==> config.mk <==
export PLATFORM = sky130hd
export DESIGN_NAME = lcg_top
export DESIGN_NICKNAME = d
export VERILOG_FILES = /design/src/rtl/lcg_pkg.sv /design/src/rtl/lcg_src_mux.sv /design/src/rtl/lcg_top.sv
export SDC_FILE = /design/constraint.sdc
export NUM_CORES = 1
export LEC_CHECK = 0
export BUFFER_PORTS_ARGS = -buffer_cell sky130_fd_sc_hd__buf_2
export CORE_MARGIN = 2
export CORE_UTILIZATION = 26
export CTS_CLUSTER_DIAMETER = 200
export DETAILED_ROUTE_END_ITERATION = 6
export GPL_ROUTABILITY_DRIVEN = 0
export SYNTH_ARGS = -nofsm -noshare
export SYNTH_HDL_FRONTEND = slang
export SYNTH_SLANG_ARGS = --single-unit
==> constraint.sdc <==
create_clock -name i_clk -period 4.1 [get_ports i_clk]
set_input_delay 0.205 -clock i_clk [delete_from_list [all_inputs] [get_ports i_clk]]
set_output_delay 0.205 -clock i_clk [all_outputs]
set_load 0.005 [all_outputs]
==> src/rtl/lcg_pkg.sv <==
// Package: register map, field layout and bus constants for the logic cell input gate select
package lcg_pkg;

    // Register byte offsets on the AHB-Lite bus
    localparam logic [31:0] LCG_OFS_SEL0   = 32'h0000_0000;
    localparam logic [31:0] LCG_OFS_SEL1   = 32'h0000_0004;
    localparam logic [31:0] LCG_OFS_SEL2   = 32'h0000_0008;
    localparam logic [31:0] LCG_OFS_SEL3   = 32'h0000_000C;
    localparam logic [31:0] LCG_OFS_GLS0   = 32'h0000_0010;
    localparam logic [31:0] LCG_OFS_POL    = 32'h0000_0014;
    localparam logic [31:0] LCG_OFS_STATUS = 32'h0000_0018;

    // Register index as produced by the address decoder
    localparam logic [2:0] LCG_IDX_SEL0   = 3'h0;
    localparam logic [2:0] LCG_IDX_SEL1   = 3'h1;
    localparam logic [2:0] LCG_IDX_SEL2   = 3'h2;
    localparam logic [2:0] LCG_IDX_SEL3   = 3'h3;
    localparam logic [2:0] LCG_IDX_GLS0   = 3'h4;
    localparam logic [2:0] LCG_IDX_POL    = 3'h5;
    localparam logic [2:0] LCG_IDX_STATUS = 3'h6;
    localparam logic [2:0] LCG_IDX_NONE   = 3'h7;

    // Source selector field
    localparam int          LCG_SEL_W    = 6;
    localparam int          LCG_SEL_LSB  = 0;
    localparam logic [25:0] LCG_SEL_ZERO = 26'h000_0000;

    // Gate 1 term select bit positions
    localparam int LCG_G1_IN4_TRUE = 7;
    localparam int LCG_G1_IN4_INV  = 6;
    localparam int LCG_G1_IN3_TRUE = 5;
    localparam int LCG_G1_IN3_INV  = 4;
    localparam int LCG_G1_IN2_TRUE = 3;
    localparam int LCG_G1_IN2_INV  = 2;
    localparam int LCG_G1_IN1_TRUE = 1;
    localparam int LCG_G1_IN1_INV  = 0;
    localparam int LCG_GLS_W       = 8;

    // Gate polarity register: bit n inverts gate n+1
    localparam int LCG_POL_W         = 4;
    localparam int LCG_POL_GATE1_BIT = 0;
    localparam int LCG_POL_GATE3_BIT = 2;

    // Status register: selected data in bits 3:0, gate outputs in bits 7:4
    localparam int LCG_STAT_DATA_LSB = 0;
    localparam int LCG_STAT_GATE_LSB = 4;

    // Reset value of the bus-side flops
    localparam logic [31:0] LCG_RDATA_RST = 32'h0000_0000;

    // AHB-Lite transfer type and response codes
    localparam logic [1:0] LCG_HTRANS_NONSEQ = 2'h2;
    localparam logic       LCG_HRESP_OKAY    = 1'h0;

    // Data phase state of the bus slave
    typedef enum logic [1:0] {
        LCG_PH_IDLE  = 2'b00,
        LCG_PH_WRITE = 2'b01,
        LCG_PH_READ  = 2'b10
    } lcg_phase_t;

endpackage

==> src/rtl/lcg_src_mux.sv <==
// Source multiplexer: picks one data source by index and registers it
`timescale 1ns/1ns
module lcg_src_mux
    import lcg_pkg::*;
#(
    parameter int NSRC  = 64,
    parameter int SEL_W = 6
) (
    input  wire logic             i_clk,
    input  wire logic             i_rstn,
    input  wire logic [NSRC-1:0]  i_src,
    input  wire logic [SEL_W-1:0] i_sel,
    output logic                  o_data
);

    initial begin
        if (NSRC < 1 || NSRC > (1 << SEL_W)) begin
            $error("lcg_src_mux: NSRC must lie between 1 and 2**SEL_W");
        end
    end

    // Indices past the last source read as low
    wire logic in_range;
    wire logic data_next;

    assign in_range  = (32'(i_sel) < NSRC);
    assign data_next = in_range ? i_src[i_sel] : 1'b0;

    always_ff @(posedge i_clk or negedge i_rstn) begin
        if (!i_rstn) begin
            o_data <= 1'b0;
        end else begin
            o_data <= data_next;
        end
    end

endmodule

==> src/rtl/lcg_top.sv <==
// Logic cell input selection and gate 1 term selection with AHB-Lite registers
//
// Functional notes
// - data 1 input source is chosen by the 6-bit field of select register 0
// - data 2 input source is chosen by the 6-bit field of select register 1
// - data 3 input source is chosen by the 6-bit field of select register 2
// - data 4 input source is chosen by the 6-bit field of select register 3
// - select register bits 7-6 read zero and ignore writes
// - select and gate registers unknown at power-up, kept across reset
// - gate 1 bit 7 adds true data 4, bit 6 adds inverted data 4
// - gate 1 bit 5 adds true data 3, bit 4 adds inverted data 3
// - gate 1 bit 3 adds true data 2, bit 2 adds inverted data 2
// - gate 1 bit 1 adds true data 1, bit 0 adds inverted data 1
// - a set gate polarity bit inverts that gate's output
`timescale 1ns/1ns
module lcg_top
    import lcg_pkg::*;
#(
    parameter int NSRC = 64
) (
    input  wire logic            i_clk,
    input  wire logic            i_rstn,
    input  wire logic            i_hsel,
    input  wire logic [31:0]     i_haddr,
    input  wire logic [1:0]      i_htrans,
    input  wire logic            i_hwrite,
    input  wire logic [2:0]      i_hsize,
    input  wire logic [31:0]     i_hwdata,
    input  wire logic            i_hready,
    output logic                 o_hreadyout,
    output logic                 o_hresp,
    output logic [31:0]          o_hrdata,
    input  wire logic [NSRC-1:0] i_src,
    input  wire logic [2:0]      i_gate_raw,
    output logic [3:0]           o_data,
    output logic [3:0]           o_gate_out
);

    initial begin
        if (NSRC < 1 || NSRC > (1 << LCG_SEL_W)) begin
            $error("lcg_top: NSRC must lie between 1 and 64");
        end
    end

    // Register index of a bus address; unmapped addresses give the none index
    function automatic logic [2:0] reg_index(input logic [31:0] addr);
        logic [2:0] idx;
        idx = LCG_IDX_NONE;
        if (addr == LCG_OFS_SEL0) begin
            idx = LCG_IDX_SEL0;
        end else if (addr == LCG_OFS_SEL1) begin
            idx = LCG_IDX_SEL1;
        end else if (addr == LCG_OFS_SEL2) begin
            idx = LCG_IDX_SEL2;
        end else if (addr == LCG_OFS_SEL3) begin
            idx = LCG_IDX_SEL3;
        end else if (addr == LCG_OFS_GLS0) begin
            idx = LCG_IDX_GLS0;
        end else if (addr == LCG_OFS_POL) begin
            idx = LCG_IDX_POL;
        end else if (addr == LCG_OFS_STATUS) begin
            idx = LCG_IDX_STATUS;
        end
        return idx;
    endfunction

    // Selector value placed in a bus word with the unimplemented bits at zero
    function automatic logic [31:0] sel_word(input logic [LCG_SEL_W-1:0] sel);
        return {LCG_SEL_ZERO, sel};
    endfunction

    // ------------------------------------------------------------------
    // Bus slave: address phase captured, write done in the data phase
    // ------------------------------------------------------------------
    lcg_phase_t      phase_reg;
    lcg_phase_t      phase_next;
    logic [2:0]      widx_reg;
    logic [31:0]     rdata_reg;

    wire logic       addr_valid;
    wire logic [2:0] aidx;
    wire logic       wr_active;
    wire logic [2:0] widx;

    assign addr_valid = i_hsel && i_hready && (i_htrans == LCG_HTRANS_NONSEQ);
    assign aidx       = reg_index(i_haddr);
    assign phase_next = !addr_valid ? LCG_PH_IDLE :
                        (i_hwrite ? LCG_PH_WRITE : LCG_PH_READ);
    assign wr_active  = (phase_reg == LCG_PH_WRITE);
    assign widx       = wr_active ? widx_reg : LCG_IDX_NONE;

    always_ff @(posedge i_clk or negedge i_rstn) begin
        if (!i_rstn) begin
            phase_reg <= LCG_PH_IDLE;
            widx_reg  <= LCG_IDX_NONE;
        end else begin
            phase_reg <= phase_next;
            widx_reg  <= aidx;
        end
    end

    // Zero wait states and always OKAY
    assign o_hreadyout = 1'b1;
    assign o_hresp     = LCG_HRESP_OKAY;

    // ------------------------------------------------------------------
    // Configuration registers: no reset so their contents survive i_rstn
    // ------------------------------------------------------------------
    logic [LCG_SEL_W-1:0] sel_reg [4];
    logic [LCG_SEL_W-1:0] sel_next [4];
    logic [LCG_GLS_W-1:0] gls_reg;
    logic [LCG_GLS_W-1:0] gls_next;
    logic [LCG_POL_W-1:0] pol_reg;
    logic [LCG_POL_W-1:0] pol_next;

    // Only the low six bits of a selector write are kept
    genvar gi;
    generate
        for (gi = 0; gi < 4; gi++) begin : g_sel
            assign sel_next[gi] = (widx == 3'(gi)) ?
                                  i_hwdata[LCG_SEL_LSB +: LCG_SEL_W] : sel_reg[gi];
            always_ff @(posedge i_clk) begin
                sel_reg[gi] <= sel_next[gi];
            end
        end
    endgenerate

    assign gls_next = (widx == LCG_IDX_GLS0) ? i_hwdata[LCG_GLS_W-1:0] : gls_reg;
    assign pol_next = (widx == LCG_IDX_POL) ? i_hwdata[LCG_POL_W-1:0] : pol_reg;

    always_ff @(posedge i_clk) begin
        gls_reg <= gls_next;
        pol_reg <= pol_next;
    end

    // Check helper: marks registers written since reset, so that checks skip power-up unknowns
    logic [5:0]      seen_reg;
    wire logic [5:0] seen_set;

    assign seen_set = wr_active ? (6'h01 << widx_reg) : 6'h00;

    always_ff @(posedge i_clk or negedge i_rstn) begin
        if (!i_rstn) begin
            seen_reg <= 6'h00;
        end else begin
            seen_reg <= seen_reg | seen_set;
        end
    end

    // ------------------------------------------------------------------
    // Input selection
    // ------------------------------------------------------------------
    // One multiplexer per data input, each steered by its own selector
    generate
        for (gi = 0; gi < 4; gi++) begin : g_mux
            lcg_src_mux #(
                .NSRC  (NSRC),
                .SEL_W (LCG_SEL_W)
            ) u_mux (
                .i_clk  (i_clk),
                .i_rstn (i_rstn),
                .i_src  (i_src),
                .i_sel  (sel_reg[gi]),
                .o_data (o_data[gi])
            );
        end
    endgenerate

    // ------------------------------------------------------------------
    // Gate 1 term selection and gate polarity
    // ------------------------------------------------------------------
    wire logic [LCG_GLS_W-1:0] g1_terms;
    wire logic [LCG_GLS_W-1:0] g1_enabled;
    wire logic                 g1_raw;
    wire logic [3:0]           gate_raw;
    wire logic [3:0]           gate_next;

    assign g1_terms[LCG_G1_IN4_TRUE] = o_data[3];
    assign g1_terms[LCG_G1_IN4_INV]  = ~o_data[3];
    assign g1_terms[LCG_G1_IN3_TRUE] = o_data[2];
    assign g1_terms[LCG_G1_IN3_INV]  = ~o_data[2];
    assign g1_terms[LCG_G1_IN2_TRUE] = o_data[1];
    assign g1_terms[LCG_G1_IN2_INV]  = ~o_data[1];
    assign g1_terms[LCG_G1_IN1_TRUE] = o_data[0];
    assign g1_terms[LCG_G1_IN1_INV]  = ~o_data[0];

    // Cleared enables drop their term; no term leaves the gate low
    assign g1_enabled = g1_terms & gls_reg;
    assign g1_raw     = |g1_enabled;
    assign gate_raw   = {i_gate_raw, g1_raw};
    assign gate_next  = gate_raw ^ pol_reg;

    always_ff @(posedge i_clk or negedge i_rstn) begin
        if (!i_rstn) begin
            o_gate_out <= 4'h0;
        end else begin
            o_gate_out <= gate_next;
        end
    end

    // ------------------------------------------------------------------
    // Read data: taken from next values so a write just before is seen
    // ------------------------------------------------------------------
    wire logic [31:0] status_word;
    wire logic [31:0] rdata_next;

    assign status_word = {24'h00_0000, o_gate_out, o_data};

    assign rdata_next =
        !(addr_valid && !i_hwrite) ? LCG_RDATA_RST :
        (aidx == LCG_IDX_SEL0)   ? sel_word(sel_next[0]) :
        (aidx == LCG_IDX_SEL1)   ? sel_word(sel_next[1]) :
        (aidx == LCG_IDX_SEL2)   ? sel_word(sel_next[2]) :
        (aidx == LCG_IDX_SEL3)   ? sel_word(sel_next[3]) :
        (aidx == LCG_IDX_GLS0)   ? {24'h00_0000, gls_next} :
        (aidx == LCG_IDX_POL)    ? {28'h000_0000, pol_next} :
        (aidx == LCG_IDX_STATUS) ? status_word : LCG_RDATA_RST;

    always_ff @(posedge i_clk or negedge i_rstn) begin
        if (!i_rstn) begin
            rdata_reg <= LCG_RDATA_RST;
        end else begin
            rdata_reg <= rdata_next;
        end
    end

    assign o_hrdata = rdata_reg;
endmodule

== Yosys cells after proc, flatten, opt, wreduce, memory -nomap -nowiden ==
Memory sizes are Yosys's and may differ from the RTL's.
Cells that the tools add are included.
Storage, ports and cells
  RAM bits: 24
  output and inout port bits: 42
  logic and storage cells: 80
  bits of input ports: 141
  memories kept: 1
  register bits: 33
Cells by class
  equality and inequality tests: 19
  reduce and logical (&&, ||, !) cells: 8
  $lt $le $gt $ge: 4
  muxes and demuxes: 32
  bitwise gates (word level): 6
Memories
  sel_reg: words 4, bits a word 6, read ports 4, clocked after Yosys merged registers in 0, wr ports 4, RTL line lcg_top.sv:109  | logic [LCG_SEL_W-1:0] sel_reg [4];
Operator list (number)
  $eq A32 B5 Y1 const B: 3
  $mux W8: 9
  $eq A32 B4 Y1 const B: 2
  $eq A32 B3 Y1 const B: 1
  $logic_not A32 Y1: 1
  $lt A6 B7 Y1 const B: 4
  $bmux W1 S6: 4
  $mux W6: 4
  $eq A3 B3 Y1 const B: 5
  $mux W3: 5
  $eq A3 B2 Y1 const B: 4
  $and A8 B8 Y8: 1
  $mux W2: 4
  $reduce_or A8 Y1: 1
  $eq A3 B1 Y1 const B: 2
  $logic_not A3 Y1: 2
  $mux W1: 5
  $mux W4: 1
  $not A1 Y1: 4
  $xor A4 B4 Y4: 1
  $logic_and A1 B1 Y1: 3
  $eq A2 B1 Y1 const B: 1
  $eq A2 B2 Y1 const B: 1
  $logic_not A1 Y1: 1

== Depth between registers and ports, before layout ==
  depth after elaboration: 17
  mapped depth: 8
  gate-level depth less buffers: 6

== Modules after synthesis ==
A second synthesis with hierarchy kept.
Unflattened totals
  cell total of the unflattened synthesis: 451
  area, all modules: 4882.2 um^2
By module, submodules not included
  lcg_top: cells each 275, seq. area each 1149.9 um^2, area each 2650.0 um^2, times used 1
  lcg_src_mux: cells each 44, seq. area each 25.0 um^2, area each 558.0 um^2, times used 4

== Worst setup path before layout ==
Ideal clock, no wire load.
  kind: register -> register
  from: register widx_reg[1]
  to: register rdata_reg[5], in the netlist o_hrdata[5]
  setup slack: 2089 ps
  cell stages (with the launch flop): 7
  library setup time: 136 ps
  arrival: 1875 ps
  cells stage by stage: dfstp_2 -> nor4bb_1 -> nor2b_1 -> buf_2 -> mux2_2 -> o311ai_0 -> a21oi_1
RTL lines
  start: declaration: RTL line lcg_top.sv:77  | logic [2:0] widx_reg;
  start signal: assignment: RTL line lcg_top.sv:98  | widx_reg <= aidx;
  end signal: assignment: RTL line lcg_top.sv:223  | rdata_reg <= rdata_next;
  end: declaration: RTL line lcg_top.sv:78  | logic [31:0] rdata_reg;

==> results.md <==
* Status: finished clean
* Synth area leaders: mux4_2, dfxtp_1, dfrtp_1, mux2_2, a22oi_1
* Initial core utilization at 26.3%
* Top cell family by delay on the critical path: flip-flops
* Final HPWL DP at 11500 um
* Gr usage total at 15.5%
* Num CTS Buffers at 9
* Port bufs at 129
* # clock sinks at 57
* Peak VDD IR at 0.137 mV
* Drt first pass iters at 5
* WL/cell at 19.1 um
* Skew-Pair Late Insertion Delay at 0.33 ns
* Hold Slack at 0.0549 ns
* Via density at 5.32
* Maxcap violations at 0
* CP Class: reg2reg
* Total grt overflow at 0
* Kind of end point of the critical path: register
* Setup ws final at 1.60 ns
* Worst-case clock buffer depth at 2
* WP buf/inv at 0
* Post-Syn Instances at 418
* Post-synth cell types at 53
* Root buf cell: clkbuf_16
* Actual slew at the worst max-slew pin at 1.14 ns
* Design Power at 1.61 mW
* Leading area contributor after synthesis: mux4_2
* Layout area overhead at 21.8%
* Die width at 138 um
* Leakage at 2.31 nW
* Post-synth top area share at 30.8%
* Most common cell in the netlist: mux4_2
* Period utilization at 61.0%
* Crit path time final at 2.50 ns
* Worst Clk Skew at 0.00958 ns
* # IOs at 183
* Initial antenna violation count at 2
* Die Y at 138 um
* Final Hold Fails at 0
* Post-CTS Setup Bufs at 0
* Critical path's largest stage delay at 1.07 ns
* Unrepaired setup endpoints after global routing: false
* Routed WL at 14700 um
* Setup crit start kind: register
* NumNets Final at 676
* Post-Route Setup TNS at 0 ns
* Maximum number of pins on one net before global-route repair at 22
* Setup violators final at 0
* Core Region at 17800 sq um
* Iter 0 DRT Violations at 231
* Most common flop cell mapped by yosys: dfxtp_1
* EDFF count, synth at 0
* Share of layout cells above drive strength 1 at 46.7%
* CTS tree: yes
* Row Count at 49
* Seq/Total Area, Yosys at 26.7%
* Cts repair resizes at 0
* Hold buffer count at cts at 1
* Cell Chain, Critical Path: mux4_2, a22oi_1, nand2_1, a211oi_1, a21oi_1
* Worst rel slew slack at 23.9%
* Max FFs per register at 24
* Yosys warns at 0
* Post-synth top cells: mux4_2, dfxtp_1, a22oi_1
* Vias in the first global route at 4063
* Post-Syn Area at 4680 sq um
* Hold crit path type: in2reg
* Remaining DRCs at 0
* Register clock-pin slew on the reported worst setup and hold paths at 0.05 ns
* Worst Path Required at 4.29 ns
* Crit path DAT at 2.69 ns
* Max Clock Freq at 0.400 GHz
* H-tree depth at 3
* Pre-CTS setup slack at 1.60 ns
* Flip-flop and latch count after synthesis at 57
* Final Util at 32.0%
* Ys async rst share at 36.8%
* Routed Antenna Nets at 0
* CP max stage cell: dfxtp_1
* Power density over the cells at 281 nW/um^2
* Die ar. at 19100 sq um
* Vias at 4105
* Avg Cell Area, Syn at 11.2 sq um
* First-pass GRT wire length at 22900 um
* Max FO, Critical Path at 17
* Max Transition Viols Final at 0
==> per-stage QoR <==
step | instance area [sq um] | cells
5_1_grt | 5700 | 770
6_report | 5710 | 771
2_1_floorplan | 4770 | 442
4_1_cts | 5700 | 769
3_3_place_gp | 5420 | 752
3_5_place_dp | 5420 | 752
==> logic make-up (layout without fill, tap and decap cells) <==
family                 Yosys count  in the layout  share of synthesized area, %
flip-flops                      57             57                          26.7
AND/OR/NAND/NOR                104            104                          12.2
buffers and inverters           63            161                          7.88
multiplexers                    99             99                          39.0
XOR/XNOR                         4              4                         0.748
AO/OA/AOI/OAI                   89             89                          13.3
other                            2             28                         0.160
==> final timing paths <==
path	start	endpoint	slack, ns	cells after the start
hold / removal	i_gate_raw[2]	o_gate_out[3]	0.05	2
min in group asynchronous	i_rstn	o_hrdata[4]	0.39	2
hold reg to reg	pol_reg[3]	o_gate_out[3]	0.46	1
setup reg to reg	sel_reg[1][0]	g_mux[1].u_mux.o_data	1.60	5
max in group asynchronous	i_rstn	widx_reg[2]	3.34	2
setup / recovery	sel_reg[1][0]	g_mux[1].u_mux.o_data	1.60	5
==> layout by cell type (no fill, tap or decap), types with 14 or more instances in the layout <==
master,count
buf_2,129
dfxtp_1,36
conb_1,26
mux4_2,64
a22oi_1,32
nor2_1,16
a21oi_1,17
nor2b_1,14
mux2_2,28
dfrtp_1,18
nand2_1,31
==> worst reg2reg max path: cells and delay by family (launching register included) <==
kind,cells,cell delay (ns)
multiplexers,1,0.65
AO/OA/AOI/OAI,3,0.57
AND/OR/NAND/NOR,1,0.08
flip-flops,1,1.07
==> metal layers <==
metal	vias up	GRT usage, %	share of wire [%]
met3	15	3.81	7.7
li1	1843	-	-
met4	0	3.06	1.2
met1	2030	20.6	42
met2	217	25.8	49
met5	-	0	0
==> report_power, final <==
part / leakage, nW / internal (mW) / total (mW) / switching [mW]
Clock: 0.139 / 0.438 / 0.683 / 0.245
Combinational: 1.61 / 0.171 / 0.304 / 0.133
Sequential: 0.560 / 0.576 / 0.619 / 0.0432
Total: 2.31 / 1.18 / 1.61 / 0.422
==> final cells by class <==
cell class / count / area (sq um)
Multi-Input combinational cell: 322 / 3160
Fill cell: 1876 / 12100
Tap cell: 229 / 287
Timing Repair Buffer: 136 / 701
Clock inverter: 3 / 15.0
Inverter: 9 / 33.8
Clock buffer: 13 / 260
Antenna cell: 2 / 5.00
Sequential cell: 57 / 1250
No activity file was read; power rests on OpenSTA's default activity.
